File: src/design/tsb_pkg.sv
// Purpose: constants and types of the test and skip branch unit
// Assumes: one machine cycle is one aclk cycle
// Notes: opcodes are {sign, eleven code bits}; sign 1 means minus
package tsb_pkg;

  // field widths
  localparam int OPC_W = 12;
  localparam int ADR_W = 15;
  localparam int CH_N = 8;

  // operation codes
  localparam logic [11:0] OP_IND_PLUS = 12'h1F0;
  localparam logic [11:0] OP_IND_MINUS = 12'h9F0;
  localparam logic [11:0] OP_ZERO = 12'h150;
  localparam logic [11:0] OP_NONZERO = 12'h950;
  localparam logic [11:0] OP_ARITH = 12'h0E0;
  localparam logic [11:0] OP_LOGIC = 12'h8E0;
  // channel transfer families, code bits 10..3, 10..2 or 10..0
  localparam logic [7:0] OP_BUSY_HI = 8'h06;
  localparam logic [8:0] OP_EOF_HI = 9'h006;
  localparam logic [10:0] OP_RC_0 = 11'h012;
  localparam logic [10:0] OP_RC_1 = 11'h014;
  localparam logic [10:0] OP_RC_2 = 11'h016;
  localparam logic [10:0] OP_RC_3 = 11'h017;

  // indicator test addresses
  localparam logic [14:0] AD_IO = 15'h0005;
  localparam logic [14:0] AD_PBIT = 15'h0001;
  localparam logic [14:0] AD_LBIT = 15'h0001;
  localparam logic [14:0] AD_DIV = 15'h000A;
  localparam logic [8:0] AD_CH_LOW = 9'h000;
  localparam logic [5:0] AD_CH_MIN = 6'h01;
  localparam logic [5:0] AD_CH_MAX = 6'h08;

  // execution lengths in machine cycles
  localparam logic [1:0] LEN_1 = 2'h1;
  localparam logic [1:0] LEN_2 = 2'h2;
  localparam logic [1:0] LEN_3 = 2'h3;

  // outcome codes
  localparam logic [1:0] OUT_SEQ = 2'h0;
  localparam logic [1:0] OUT_SKIP1 = 2'h1;
  localparam logic [1:0] OUT_SKIP2 = 2'h2;
  localparam logic [1:0] OUT_BRANCH = 2'h3;

  // register map and fields
  localparam logic [7:0] R_CTRL = 8'h00;
  localparam logic [7:0] R_IND = 8'h04;
  localparam logic [7:0] R_CHAN = 8'h08;
  localparam int CTL_SEL_TRAP = 0;
  localparam int CTL_COPY_TRAP = 1;
  localparam logic [1:0] RESP_OKAY = 2'h0;
  localparam logic [1:0] RESP_SLVERR = 2'h2;

  typedef enum logic {S_IDLE, S_EXEC} tsb_state_t;

  typedef enum logic [3:0] {
    K_NONE, K_END_TAPE, K_IO_CHECK, K_P_BIT, K_LOW_BIT, K_DIV_CHECK,
    K_ZERO, K_NONZERO, K_ARITH, K_LOGIC, K_CH_BUSY, K_CH_IDLE,
    K_REDUND, K_EOF
  } tsb_kind_t;

  typedef struct packed {
    tsb_state_t st;
    tsb_kind_t kind;
    logic [2:0] chan;
    logic [14:0] loc;
    logic [14:0] ea;
    logic [1:0] len;
    logic [1:0] cnt;
    logic need;
    logic have;
    logic [35:0] sword;
    logic stor_req;
    logic done;
    logic unhandled;
    logic [1:0] outcome;
    logic [14:0] next_ic;
    logic io_chk;
    logic div_chk;
    logic [7:0] eot;
    logic [7:0] eof;
    logic [7:0] tchk;
    logic [1:0] ctrl;
    logic aw_got;
    logic w_got;
    logic [7:0] awaddr;
    logic [31:0] wdata;
    logic wstrb0;
    logic bvalid;
    logic [1:0] bresp;
    logic rvalid;
    logic [31:0] rdata;
    logic [1:0] rresp;
  } tsb_regs_t;

  localparam tsb_regs_t TSB_RST = '0;

endpackage : tsb_pkg

File: src/design/tsb_unit.sv
// Purpose: executes indicator tests, storage tests, compares and
//   channel conditional transfers, returning the next location
// Assumes: operands and channel events are on aclk; address is
//   already index modified when the instruction is issued
// Notes: one machine cycle is one aclk cycle
//
// Added by the designer: the placing of the registers and register access over AXI4-Lite.
`timescale 1ns/100ps
`default_nettype none

module tsb_unit
  import tsb_pkg::*;
(
  // clock, reset, enable
  input wire logic aclk,
  input wire logic aresetn,
  input wire logic ce,
  // instruction issue
  input wire logic ins_valid,
  output logic ins_ready,
  input wire logic [11:0] ins_opcode,
  input wire logic [14:0] ins_addr,
  input wire logic [14:0] ins_loc,
  // result
  output logic done,
  output logic [14:0] next_ic,
  output logic [1:0] outcome,
  output logic unhandled,
  // operands
  input wire logic [37:0] ac_word,
  output logic stor_req,
  output logic [14:0] stor_addr,
  input wire logic stor_rvalid,
  input wire logic [35:0] stor_rdata,
  // data channels
  input wire logic [7:0] chan_busy,
  input wire logic [7:0] chan_wr_active,
  input wire logic [7:0] chan_marker,
  input wire logic [7:0] chan_eof_set,
  input wire logic [7:0] chan_tchk_set,
  input wire logic [7:0] chan_underrun,
  input wire logic [7:0] chan_overrun,
  input wire logic chan_load_evt,
  input wire logic [2:0] chan_load_sel,
  // processor events
  input wire logic div_chk_set,
  input wire logic crt_drum_sel,
  input wire logic copy_exec,
  // register bus
  input wire logic [7:0] s_axi_awaddr,
  input wire logic s_axi_awvalid,
  output logic s_axi_awready,
  input wire logic [31:0] s_axi_wdata,
  input wire logic [3:0] s_axi_wstrb,
  input wire logic s_axi_wvalid,
  output logic s_axi_wready,
  output logic [1:0] s_axi_bresp,
  output logic s_axi_bvalid,
  input wire logic s_axi_bready,
  input wire logic [7:0] s_axi_araddr,
  input wire logic s_axi_arvalid,
  output logic s_axi_arready,
  output logic [31:0] s_axi_rdata,
  output logic [1:0] s_axi_rresp,
  output logic s_axi_rvalid,
  input wire logic s_axi_rready
);

  ////////////////////////////////////////////////////////////////////
  // state
  tsb_regs_t r; // registered state
  tsb_regs_t n; // next state
  logic fin; // execution finishes this cycle
  logic io_set; // any io check cause
  logic [7:0] eot_set; // end-of-tape causes
  logic ac_gt, ac_eq; // signed compare result
  logic lg_gt, lg_eq; // logical compare result
  logic [36:0] ac_mag; // accumulator Q,P,1-35
  logic [36:0] st_mag; // storage magnitude widened
  logic aw_now, w_now; // write halves in hand
  logic [7:0] wa; // write address in hand
  logic [31:0] wd; // write data in hand
  logic ws0; // write strobe lane 0

  ////////////////////////////////////////////////////////////////////
  // outputs from state, the readies gated by ce as well
  assign ins_ready = ce & (r.st == S_IDLE);
  assign done = r.done;
  assign next_ic = r.next_ic;
  assign outcome = r.outcome;
  assign unhandled = r.unhandled;
  assign stor_req = r.stor_req;
  assign stor_addr = r.ea;
  // readies drop with ce so no beat is taken while frozen
  assign s_axi_awready = ce & ~r.aw_got & ~r.bvalid;
  assign s_axi_wready = ce & ~r.w_got & ~r.bvalid;
  assign s_axi_bvalid = r.bvalid;
  assign s_axi_bresp = r.bresp;
  assign s_axi_arready = ce & ~r.rvalid;
  assign s_axi_rvalid = r.rvalid;
  assign s_axi_rdata = r.rdata;
  assign s_axi_rresp = r.rresp;

  ////////////////////////////////////////////////////////////////////
  // compares, from live accumulator and captured storage word
  always_comb begin
    ac_mag = ac_word[36:0];
    st_mag = {2'h0, r.sword[34:0]};
    if (ac_word[37] != r.sword[35]) begin
      ac_eq = 1'b0;
      ac_gt = ~ac_word[37];
    end else begin
      ac_eq = (ac_mag == st_mag);
      // both minus: larger magnitude is the lower number
      ac_gt = ac_word[37] ? (ac_mag < st_mag) : (ac_mag > st_mag);
    end
    // unsigned 37 bits against 36 bits
    lg_eq = (ac_word[36:0] == {1'b0, r.sword});
    lg_gt = (ac_word[36:0] > {1'b0, r.sword});
  end

  ////////////////////////////////////////////////////////////////////
  // next state
  always_comb begin
    n = r;
    n.done = 1'b0;
    n.stor_req = 1'b0;
    fin = 1'b0;

    eot_set = chan_wr_active & chan_marker;
    // trap mode off when the operation runs
    io_set = (crt_drum_sel & ~r.ctrl[CTL_SEL_TRAP])
           | (copy_exec & ~r.ctrl[CTL_COPY_TRAP]);
    io_set = io_set | (chan_load_evt & ~chan_busy[chan_load_sel]);
    io_set = io_set | (|chan_underrun) | (|chan_overrun);

    unique case (r.st)
      // take a new instruction and decode it
      S_IDLE: begin
        if (ins_valid) begin
          n.st = S_EXEC;
          n.loc = ins_loc;
          n.ea = ins_addr;
          n.cnt = LEN_1;
          n.have = 1'b0;
          n.need = 1'b0;
          n.len = LEN_2;
          n.chan = 3'h0;
          n.kind = K_NONE;
          // code and modified address chosen together
          if (ins_opcode == OP_IND_MINUS &&
              ins_addr[8:0] == AD_CH_LOW &&
              ins_addr[14:9] >= AD_CH_MIN &&
              ins_addr[14:9] <= AD_CH_MAX) begin
            n.kind = K_END_TAPE;
            // 1000 octal per channel, H wraps to 7
            n.chan = ins_addr[11:9] - 3'h1;
          end else if (ins_opcode == OP_IND_MINUS &&
                       ins_addr == AD_PBIT) begin
            n.kind = K_P_BIT;
          end else if (ins_opcode == OP_IND_PLUS) begin
            // plus indicator tests differ only by address
            if (ins_addr == AD_IO) begin
              n.kind = K_IO_CHECK;
            end else if (ins_addr == AD_LBIT) begin
              n.kind = K_LOW_BIT;
            end else if (ins_addr == AD_DIV) begin
              n.kind = K_DIV_CHECK;
            end
          end else if (ins_opcode == OP_ZERO) begin
            n.kind = K_ZERO;
            n.need = 1'b1;
          end else if (ins_opcode == OP_NONZERO) begin
            n.kind = K_NONZERO;
            n.need = 1'b1;
          end else if (ins_opcode == OP_ARITH) begin
            n.kind = K_ARITH;
            n.need = 1'b1;
            n.len = LEN_3;
          end else if (ins_opcode == OP_LOGIC) begin
            n.kind = K_LOGIC;
            n.need = 1'b1;
            n.len = LEN_3;
          end else if (ins_opcode[10:3] == OP_BUSY_HI) begin
            // minus sign selects the idle form
            n.kind = ins_opcode[11] ? K_CH_IDLE : K_CH_BUSY;
            n.chan = ins_opcode[2:0];
          end else if (ins_opcode[10:2] == OP_EOF_HI) begin
            // channel pair per code, sign picks odd one
            n.kind = K_EOF;
            n.chan = {ins_opcode[1:0], ins_opcode[11]};
          end else if (ins_opcode[10:0] == OP_RC_0 ||
                       ins_opcode[10:0] == OP_RC_1 ||
                       ins_opcode[10:0] == OP_RC_2 ||
                       ins_opcode[10:0] == OP_RC_3) begin
            // irregular code spacing folded to two bits
            n.kind = K_REDUND;
            n.chan[0] = ins_opcode[11];
            n.chan[2] = ins_opcode[2] & ins_opcode[1];
            n.chan[1] = ins_opcode[0] | (ins_opcode[2:1] == 2'h2);
          end
          if (n.kind == K_NONE) begin
            n.len = LEN_1;
          end
          n.stor_req = n.need;
        end
      end
      // count machine cycles and wait for the storage word
      S_EXEC: begin
        if (stor_rvalid && r.need && !r.have) begin
          n.have = 1'b1;
          n.sword = stor_rdata;
        end
        if (r.cnt >= r.len && (!r.need || r.have)) begin
          fin = 1'b1;
          n.st = S_IDLE;
          n.done = 1'b1;
          n.unhandled = (r.kind == K_NONE);
          n.outcome = OUT_SEQ;
          unique case (r.kind)
            // set: clear and proceed; clear: skip
            K_END_TAPE: begin
              if (r.eot[r.chan]) begin
                n.eot[r.chan] = 1'b0;
              end else begin
                n.outcome = OUT_SKIP1;
              end
            end
            K_IO_CHECK: begin
              if (r.io_chk) begin
                n.io_chk = 1'b0;
              end else begin
                n.outcome = OUT_SKIP1;
              end
            end
            K_P_BIT: begin
              if (ac_word[35]) begin
                n.outcome = OUT_SKIP1;
              end
            end
            // bit 35 is the lowest accumulator bit
            K_LOW_BIT: begin
              if (ac_word[0]) begin
                n.outcome = OUT_SKIP1;
              end
            end
            K_DIV_CHECK: begin
              if (r.div_chk) begin
                n.div_chk = 1'b0;
              end else begin
                n.outcome = OUT_SKIP1;
              end
            end
            K_ZERO: begin
              if (r.sword[34:0] == 35'h0) begin
                n.outcome = OUT_SKIP1;
              end
            end
            K_NONZERO: begin
              if (r.sword[34:0] != 35'h0) begin
                n.outcome = OUT_SKIP1;
              end
            end
            K_ARITH: begin
              if (ac_eq) begin
                n.outcome = OUT_SKIP1;
              end else if (!ac_gt) begin
                n.outcome = OUT_SKIP2;
              end
            end
            K_LOGIC: begin
              if (lg_eq) begin
                n.outcome = OUT_SKIP1;
              end else if (!lg_gt) begin
                n.outcome = OUT_SKIP2;
              end
            end
            // only reads busy, never touches the channel
            K_CH_BUSY: begin
              if (chan_busy[r.chan]) begin
                n.outcome = OUT_BRANCH;
              end
            end
            K_CH_IDLE: begin
              if (!chan_busy[r.chan]) begin
                n.outcome = OUT_BRANCH;
              end
            end
            K_REDUND: begin
              if (r.tchk[r.chan]) begin
                n.tchk[r.chan] = 1'b0;
                n.outcome = OUT_BRANCH;
              end
            end
            K_EOF: begin
              if (r.eof[r.chan]) begin
                n.eof[r.chan] = 1'b0;
                n.outcome = OUT_BRANCH;
              end
            end
            // unknown code passes as a no-operation
            K_NONE: begin
              n.outcome = OUT_SEQ;
            end
            default: begin
              n.outcome = OUT_SEQ;
            end
          endcase
          // skips counted from the test's own location
          unique case (n.outcome)
            OUT_SEQ: n.next_ic = r.loc + 15'h0001;
            OUT_SKIP1: n.next_ic = r.loc + 15'h0002;
            OUT_SKIP2: n.next_ic = r.loc + 15'h0003;
            OUT_BRANCH: n.next_ic = r.ea;
          endcase
        end else if (r.cnt != LEN_3) begin
          n.cnt = r.cnt + 2'h1;
        end
      end
    endcase

    // hardware sets win over a test's clear in the same cycle
    n.eot = n.eot | eot_set;
    n.eof = n.eof | chan_eof_set;
    n.tchk = n.tchk | chan_tchk_set;
    n.io_chk = n.io_chk | io_set;
    n.div_chk = n.div_chk | div_chk_set;

    // register bus write: halves in either order
    aw_now = r.aw_got | (s_axi_awvalid & s_axi_awready);
    w_now = r.w_got | (s_axi_wvalid & s_axi_wready);
    wa = r.aw_got ? r.awaddr : s_axi_awaddr;
    wd = r.w_got ? r.wdata : s_axi_wdata;
    ws0 = r.w_got ? r.wstrb0 : s_axi_wstrb[0];
    if (s_axi_awvalid && s_axi_awready) begin
      n.aw_got = 1'b1;
      n.awaddr = s_axi_awaddr;
    end
    if (s_axi_wvalid && s_axi_wready) begin
      n.w_got = 1'b1;
      n.wdata = s_axi_wdata;
      n.wstrb0 = s_axi_wstrb[0];
    end
    if (aw_now && w_now && !r.bvalid) begin
      n.aw_got = 1'b0;
      n.w_got = 1'b0;
      n.bvalid = 1'b1;
      n.bresp = RESP_OKAY;
      // status words are read only; writes there are dropped
      if (wa == R_CTRL) begin
        if (ws0) begin
          n.ctrl = wd[1:0];
        end
      end else if (wa != R_IND && wa != R_CHAN) begin
        n.bresp = RESP_SLVERR;
      end
    end else if (r.bvalid && s_axi_bready) begin
      n.bvalid = 1'b0;
    end

    // register bus read
    if (s_axi_arvalid && s_axi_arready) begin
      n.rvalid = 1'b1;
      n.rresp = RESP_OKAY;
      n.rdata = 32'h0;
      if (s_axi_araddr == R_CTRL) begin
        n.rdata[1:0] = r.ctrl;
      end else if (s_axi_araddr == R_IND) begin
        n.rdata[1:0] = {r.div_chk, r.io_chk};
      end else if (s_axi_araddr == R_CHAN) begin
        n.rdata = {chan_busy, r.tchk, r.eof, r.eot};
      end else begin
        n.rresp = RESP_SLVERR;
      end
    end else if (r.rvalid && s_axi_rready) begin
      n.rvalid = 1'b0;
    end
  end

  ////////////////////////////////////////////////////////////////////
  // the single state register; ce low freezes it, but reset still loads it
  always_ff @(posedge aclk) begin
    if (!aresetn) begin
      r <= TSB_RST;
    end else if (ce) begin
      r <= n;
    end
  end

  ////////////////////////////////////////////////////////////////////
  // checks
  logic eot_sel, io_sel, div_sel, busy_sel; // helper samples
  assign eot_sel = r.eot[r.chan];
  assign io_sel = r.io_chk;
  assign div_sel = r.div_chk;
  assign busy_sel = chan_busy[r.chan];
endmodule : tsb_unit

`default_nettype wire

File: config.mk
export PLATFORM = sky130hd
export DESIGN_NAME = tsb_unit
export DESIGN_NICKNAME = d
export VERILOG_FILES = /design/src/design/tsb_pkg.sv /design/src/design/tsb_unit.sv
export SDC_FILE = /design/constraint.sdc
export NUM_CORES = 1
export LEC_CHECK = 0
export BUFFER_PORTS_ARGS = -buffer_cell sky130_fd_sc_hd__buf_4
export CAP_MARGIN = 20
export CORE_ASPECT_RATIO = 0.75
export CORE_UTILIZATION = 55
export CTS_CLUSTER_SIZE = 20
export DETAILED_ROUTE_END_ITERATION = 8
export HOLD_SLACK_MARGIN = 0.08
export PLACE_DENSITY = 0.91
export SLEW_MARGIN = 5
export SYNTH_ARGS = -nofsm -noshare
export SYNTH_HDL_FRONTEND = slang
export SYNTH_SLANG_ARGS = --single-unit
File: constraint.sdc
create_clock -name aclk -period 5.78 [get_ports aclk]
set_clock_uncertainty 0.15 [all_clocks]
set_input_delay 0.578 -clock aclk [delete_from_list [all_inputs] [get_ports aclk]]
set_output_delay 0.578 -clock aclk [all_outputs]
set_load 0.05 [all_outputs]
# Word level (Yosys, flattened, before mapping)
# Cells that the tools add are included.
dict set report word_totals {
  reg_bits 179
  in_bits 241
  output_inout_bits 77
  elab_cells 289
}
dict set report op_classes {
  n_addsub 5
  n_lt_le_gt_ge 9
  n_eq_ne 44
  n_mux 111
  bitwise_logic 38
  reduce_logical 51
}
# cell count
set op_table {}
lappend op_table {{$mux W45} 2}
lappend op_table {{$mux W30} 2}
lappend op_table {{$pmux W15 S4} 1}
lappend op_table {{$mux W8} 7}
lappend op_table {{$eq A11 B5 Y1 const B} 4}
lappend op_table {{$mux W2} 22}
lappend op_table {{$mux W44} 1}
lappend op_table {{$mux W1} 43}
lappend op_table {{$mux W7} 6}
lappend op_table {{$eq A37 B35 Y1} 1}
lappend op_table {{$eq A37 B36 Y1} 1}
lappend op_table {{$gt A37 B35 Y1} 1}
lappend op_table {{$gt A37 B36 Y1} 1}
lappend op_table {{$lt A37 B35 Y1} 1}
lappend op_table {{$mux W37} 1}
lappend op_table {{$eq A12 B12 Y1 const B} 3}
lappend op_table {{$logic_not A35 Y1} 1}
lappend op_table {{$reduce_bool A35 Y1} 1}
lappend op_table {{$and A8 B8 Y8} 4}
lappend op_table {{$mux W32} 1}
lappend op_table {{$add A15 B2 Y15 const B} 2}
lappend op_table {{$mux W3} 9}
lappend op_table {{$pmux W2 S13} 1}
lappend op_table {{$eq A12 B9 Y1 const B} 2}
lappend op_table {{48 further kinds} 140}

# Logic depth before layout (Yosys ltp)
dict set report depth {
  depth_word 20
  ltp_mapped 18
}

# Worst setup path after synthesis
# OpenSTA, ideal clock, no wires.
dict set report synth_timing {
  path_kind {input -> register}
  start {in ac_word[18]}
  end {reg r, in the netlist next_ic[12]}
  t_arrival_ns 3.428
  required_time_ns 5.499
  setup_slack_ns 2.070
  path_stages 15
  n_path_buf 0
  path_cell_list {ha_1 -> a21o_1 -> a21o_1 -> a221o_1 -> o211ai_1 -> a31oi_1 -> mux2i_1 -> a21oi_1 -> fa_1 -> nand3b_1 -> nor2_1 -> nand3_1 -> xnor2_1 -> a221oi_1 -> a21oi_1}
}
dict set report synth_between {
  elab_chain_len 10
}
# item line
set synth_rtl {}
lappend synth_rtl {{start: declaration} tsb_unit.sv:30} ;# input wire logic [37:0] ac_word,
lappend synth_rtl {{$gt A37 B35 Y1 or $lt A37 B35 Y1 (tied branches)} tsb_unit.sv:115} ;# ac_gt = ac_word[37] ? (ac_mag < st_mag) : (ac_mag > st_mag);
lappend synth_rtl {{$mux W1} tsb_unit.sv:115}
lappend synth_rtl {{$mux W1} tsb_unit.sv:109} ;# if (ac_word[37] != r.sword[35]) begin
lappend synth_rtl {{$mux W2} tsb_unit.sv:267} ;# end else if (!ac_gt) begin
lappend synth_rtl {{$mux W2} tsb_unit.sv:265} ;# if (ac_eq) begin
lappend synth_rtl {{$pmux W2 S13 *} tsb_unit.sv:220} ;# unique case (r.kind)
lappend synth_rtl {{$mux W2 *} tsb_unit.sv:214} ;# if (r.cnt >= r.len && (!r.need || r.have)) begin
lappend synth_rtl {{$mux W2 *} tsb_unit.sv:137} ;# unique case (r.st)
lappend synth_rtl {{$eq A2 B2 Y1, or another cell as far along} tsb_unit.sv:310} ;# unique case (n.outcome)
lappend synth_rtl {{$pmux W15 S4 *} tsb_unit.sv:310}
lappend synth_rtl {{end signal: assignment} tsb_unit.sv:386} ;# r <= n;
lappend synth_rtl {{end: declaration} tsb_unit.sv:71} ;# tsb_regs_t r;
# Mark *: on every way between the ends. The rest lies on a longest branch, timed or not. The select of a mux whose other input is x is not followed.
# A chain may end at the register's enable or synchronous reset.

# Worst setup path after layout
dict set report layout_timing {
  start {reg r[147] in the netlist's numbering}
  end {reg r, in the netlist next_ic[13]}
}
dict set report layout_between {
  elab_chain_len 10
}
# item line
set layout_rtl {}
lappend layout_rtl {{$gt A37 B35 Y1 or $lt A37 B35 Y1 (tied branches)} tsb_unit.sv:115}
lappend layout_rtl {{$mux W1} tsb_unit.sv:115}
lappend layout_rtl {{$mux W1} tsb_unit.sv:109}
lappend layout_rtl {{$mux W2} tsb_unit.sv:267}
lappend layout_rtl {{$mux W2} tsb_unit.sv:265}
lappend layout_rtl {{$pmux W2 S13 *} tsb_unit.sv:220}
lappend layout_rtl {{$mux W2 *} tsb_unit.sv:214}
lappend layout_rtl {{$mux W2 *} tsb_unit.sv:137}
lappend layout_rtl {{$eq A2 B2 Y1, or another cell as far along} tsb_unit.sv:310}
lappend layout_rtl {{$pmux W15 S4 *} tsb_unit.sv:310}
# Marked as above.

==> metrics.md <==
| Metric | Value |
|---|---|
| Final wirelength | 29.3 mm |
| Pin count of the biggest net entering global routing | 97 |
| Worst IR drop on VDD | approximately 0.19 mV |
| Post-Synth XOR/XNOR Area | 0.00991 |
| Leak | around 0.0048 uW |
| Top_reg_cell synth | dfxtp_1 |
| Final Hold Violating Endpoints | 0 |
| Layout Utilization | 0.707 |
| Minimum clock period | 4150 ps |
| PwrDens | 241 mW/mm2 |
| Yosys warnings | 0 |
| Non-Filler Instances | 1671 |
| Register area | around 0.0035 mm2 |
| Worst-Margin Slew | 973 ps |
| Vias/cell | between 5 and 6 |
| DRC errors left | 0 |
| Clk slew on worst S/H paths | 70 ps |
| Area share of the largest cell type after synthesis | 0.365 |
| Count leader, synth | nand2_1 |
| DRT Pass-1 Iters | 5 |
| Hold path start | stor_rdata[25] |
| CTS buffer count | 17 |
| Post-Syn Area | 0.00972 mm2 |
| Post-synthesis adder-cell area fraction | 0.0597 |
| GPL Wtd Cong | between 0.9 and 1 |
| Crit Path Category | register to register |
| Hpwl dp | between 20 and 25 mm |
| Die height | ~120 um |
| Clock Path Buffers | 2 |
| Via count | 9784 |
| Post-synthesis mux area share | 0.0362 |
| ANT nets after route | 0 |
| Port-buffer cells | approximately 280 |
| Pre-CTS WS | between 1000 and 1500 ps |
| Fillers | 1358 |
| Crit path DAT | 4300 ps |
| Setup-failing EPs final | 0 |
| Initial Util | 0.571 |
| GRT overflow | 0 |
| Layout cells sized above 1 | 0.243 |
| Detailed-route wire length per cell | 17.6 um |
| Cell count after placement | 1637 |
| TritonCTS Sinks | 177 |
| Reg-to-Reg End | next_ic[13]$_SDFFE_PN0P_ |
| Antenna cells | 0 |
| PnR Total Power | 2900 uW |
| Area occupied by multi-input gates | 0.00515 mm2 |
| Sequential share of the synthesized area | 0.365 |
| # IOs | 318 |
| HP Class | primary input to register |
| Ranking of synthesized cells by area | dfxtp_1 (36%), nand2_1 (8.8%), a21oi_1 (7.6%) |
| Crit end category | register |
| Synth unique cells | 75 |
| Initial antenna violation count | 0 |
| Fmax | 0.241 GHz |
| Crit path to | next_ic[13]$_SDFFE_PN0P_ |
| Layout net count | 1709 |
| Reg2reg start | r[147]$_SDFFE_PN0P_ |
| Required time worst endpoint | 5930 ps |
| Unrepaired setup endpoints after global routing | false |
| Compound-Gate Fraction of Synth Area | 0.196 |
| Die ar. | 0.0182 mm2 |
| Fin worst setup slack | 1630 ps |
| Setup TNS | 0 ps |
| Most common library cells after synthesis | nand2_1 (227), dfxtp_1 (177), a21oi_1 (147), nor2_1 (87), buf_4 (71) |
| Post-synth EDFFs | 0 |
| Pins Over Slew Limit | 0 |
| CTS tree | yes |
| Clk Latency, worst-skew pair | 430 ps |
| Async S/R FF share, synth | 0 |
| Main combinational cell family by area after synthesis | simple AND/OR/NAND/NOR gates |
| Max-slew headroom | 0.351 |
| Hold buffers post-CTS | 0 |
| Die Wd | 156 um |
| Iter 0 DRT Violations | 785 |
| CP max FO | 6 |
| Most area-hungry cell type in the Yosys netlist | dfxtp_1 |
| Status | finished, final reports clean |
| Post-cts resize count | 0 |
| Post-synthesis simple-gate area fraction | 0.227 |
| Max H-tree Level | 4 |
| Cells on worst reg2reg path | 18 |
| Synth Register Bits | 177 |
| Critical path origin | r[147]$_SDFFE_PN0P_ |
| Cell Rows | 41 |
| Core region area | 0.0170 mm2 |
| Mapped Cells | 1252 |
| Tcrit/Tclk final | 0.718 |
| Root Driver | clkbuf_16 |
| First-pass GRT wire length | 45.1 mm |
| Setup repair bufs after CTS | 0 |
| Number of global-route vias before repair | 9047 |
| Total GRT Usage | 0.317 |
| Syn avg cell area | slightly below 8 um2 |
| R2r setup slk | 1630 ps |
| Crit path launch type | register |
| MaxCap Viol Count | 0 |
| Synthesis-to-layout area growth | 23.8% |
critical path: stages, from the launching register on:
cell	delay, ps
dfxtp_1	360
inv_1	60
ha_1	290
a21o_1	180
a21o_1	190
a221o_1	350
o211ai_1	190
a31oi_1	150
mux2i_1	160
a21oi_1	370
inv_1	90
ha_1	290
a21oi_1	70
nor2b_1	330
nand3_1	160
nor2_1	140
xor2_1	80
a221oi_1	300
a21oi_1	110
per-layer routing:
layer,track usage,wire (um),vias up,part of all wire
met4,0.123,827,0,0.028
met3,0.0722,2780,70,0.095
li1,-,-,4651,-
met5,0,0,-,0
met2,0.513,13300,509,0.45
met1,0.414,12500,4554,0.42
cells in the final DEF, fill, tap and decap left out, drive strengths merged, types with 16 or more instances in the layout:
cell | netlist | layout
a21oi | 148 | 148
a22oi | 32 | 32
buf | 79 | 289
clkbuf | 60 | 21
dfxtp | 177 | 177
ha | 44 | 44
inv | 59 | 65
mux2i | 16 | 16
nand2 | 228 | 228
nand3 | 30 | 30
nor2 | 88 | 88
nor3 | 21 | 21
nor4 | 18 | 18
o21ai | 55 | 55
kinds of logic after synthesis:
kind of cell | Yosys count
DFF | 177
adders and majority gates | 46
AOI/OAI and AO/OA | 315
xor gates and xnor gates | 11
other | 1
muxes | 28
and+or+nand+nor | 476
buffers and inverters | 198
cell type report:
type                       count  share of cell area
timing repair buffer         290               0.185
tap                          236              0.0245
sequential                   177               0.294
clock inverter                11             0.00977
inverter                      59              0.0186
clock buffer                  20              0.0388
multi-input combinational    878               0.428
how the worst min path moves through the flow:
stage | endpoint | slack (ps) | cells after the start
final | r[154]$_SDFFE_PN0P_ | 240 | 3
after global routing | r[163]$_SDFFE_PN0P_ | 230 | 3
after CTS | r[137]$_SDFFE_PN0P_ | 230 | 3
after detailed placement | unhandled$_SDFFE_PN0P_ | 300 | 2
after global placement | r[73]$_SDFFE_PN0P_ | 290 | 2
after floorplan | s_axi_rdata[0]$_SDFFE_PN0P_ | 280 | 2
through the flow:
| step | instance area, um2 | hold WS, ps |
|---|---|---|
| CTS | 12000 | 234 |
| floorplan | 9720 | 282 |
| global placement | 11400 | 290 |
| detailed placement | 11400 | 302 |
| finish | 12000 | 244 |
| global route | 12000 | 227 |
sequential cells by signal, indices dropped and copies added (netlist names):
| register | count |
|---|---|
| div_sel | 1 |
| done | 1 |
| io_sel | 1 |
| next_ic | 15 |
| outcome | 2 |
| r | 104 |
| s_axi_bresp | 1 |
| s_axi_bvalid | 1 |
| s_axi_rdata | 32 |
| s_axi_rresp | 1 |
| s_axi_rvalid | 1 |
| stor_addr | 15 |
| stor_req | 1 |
| unhandled | 1 |
power breakdown:
group | switching (uW) | internal (uW)
Clock | 513 | 638
Combinational | 247 | 198
Sequential | 46.6 | 1260
Power figures use the tool's default switching activity.
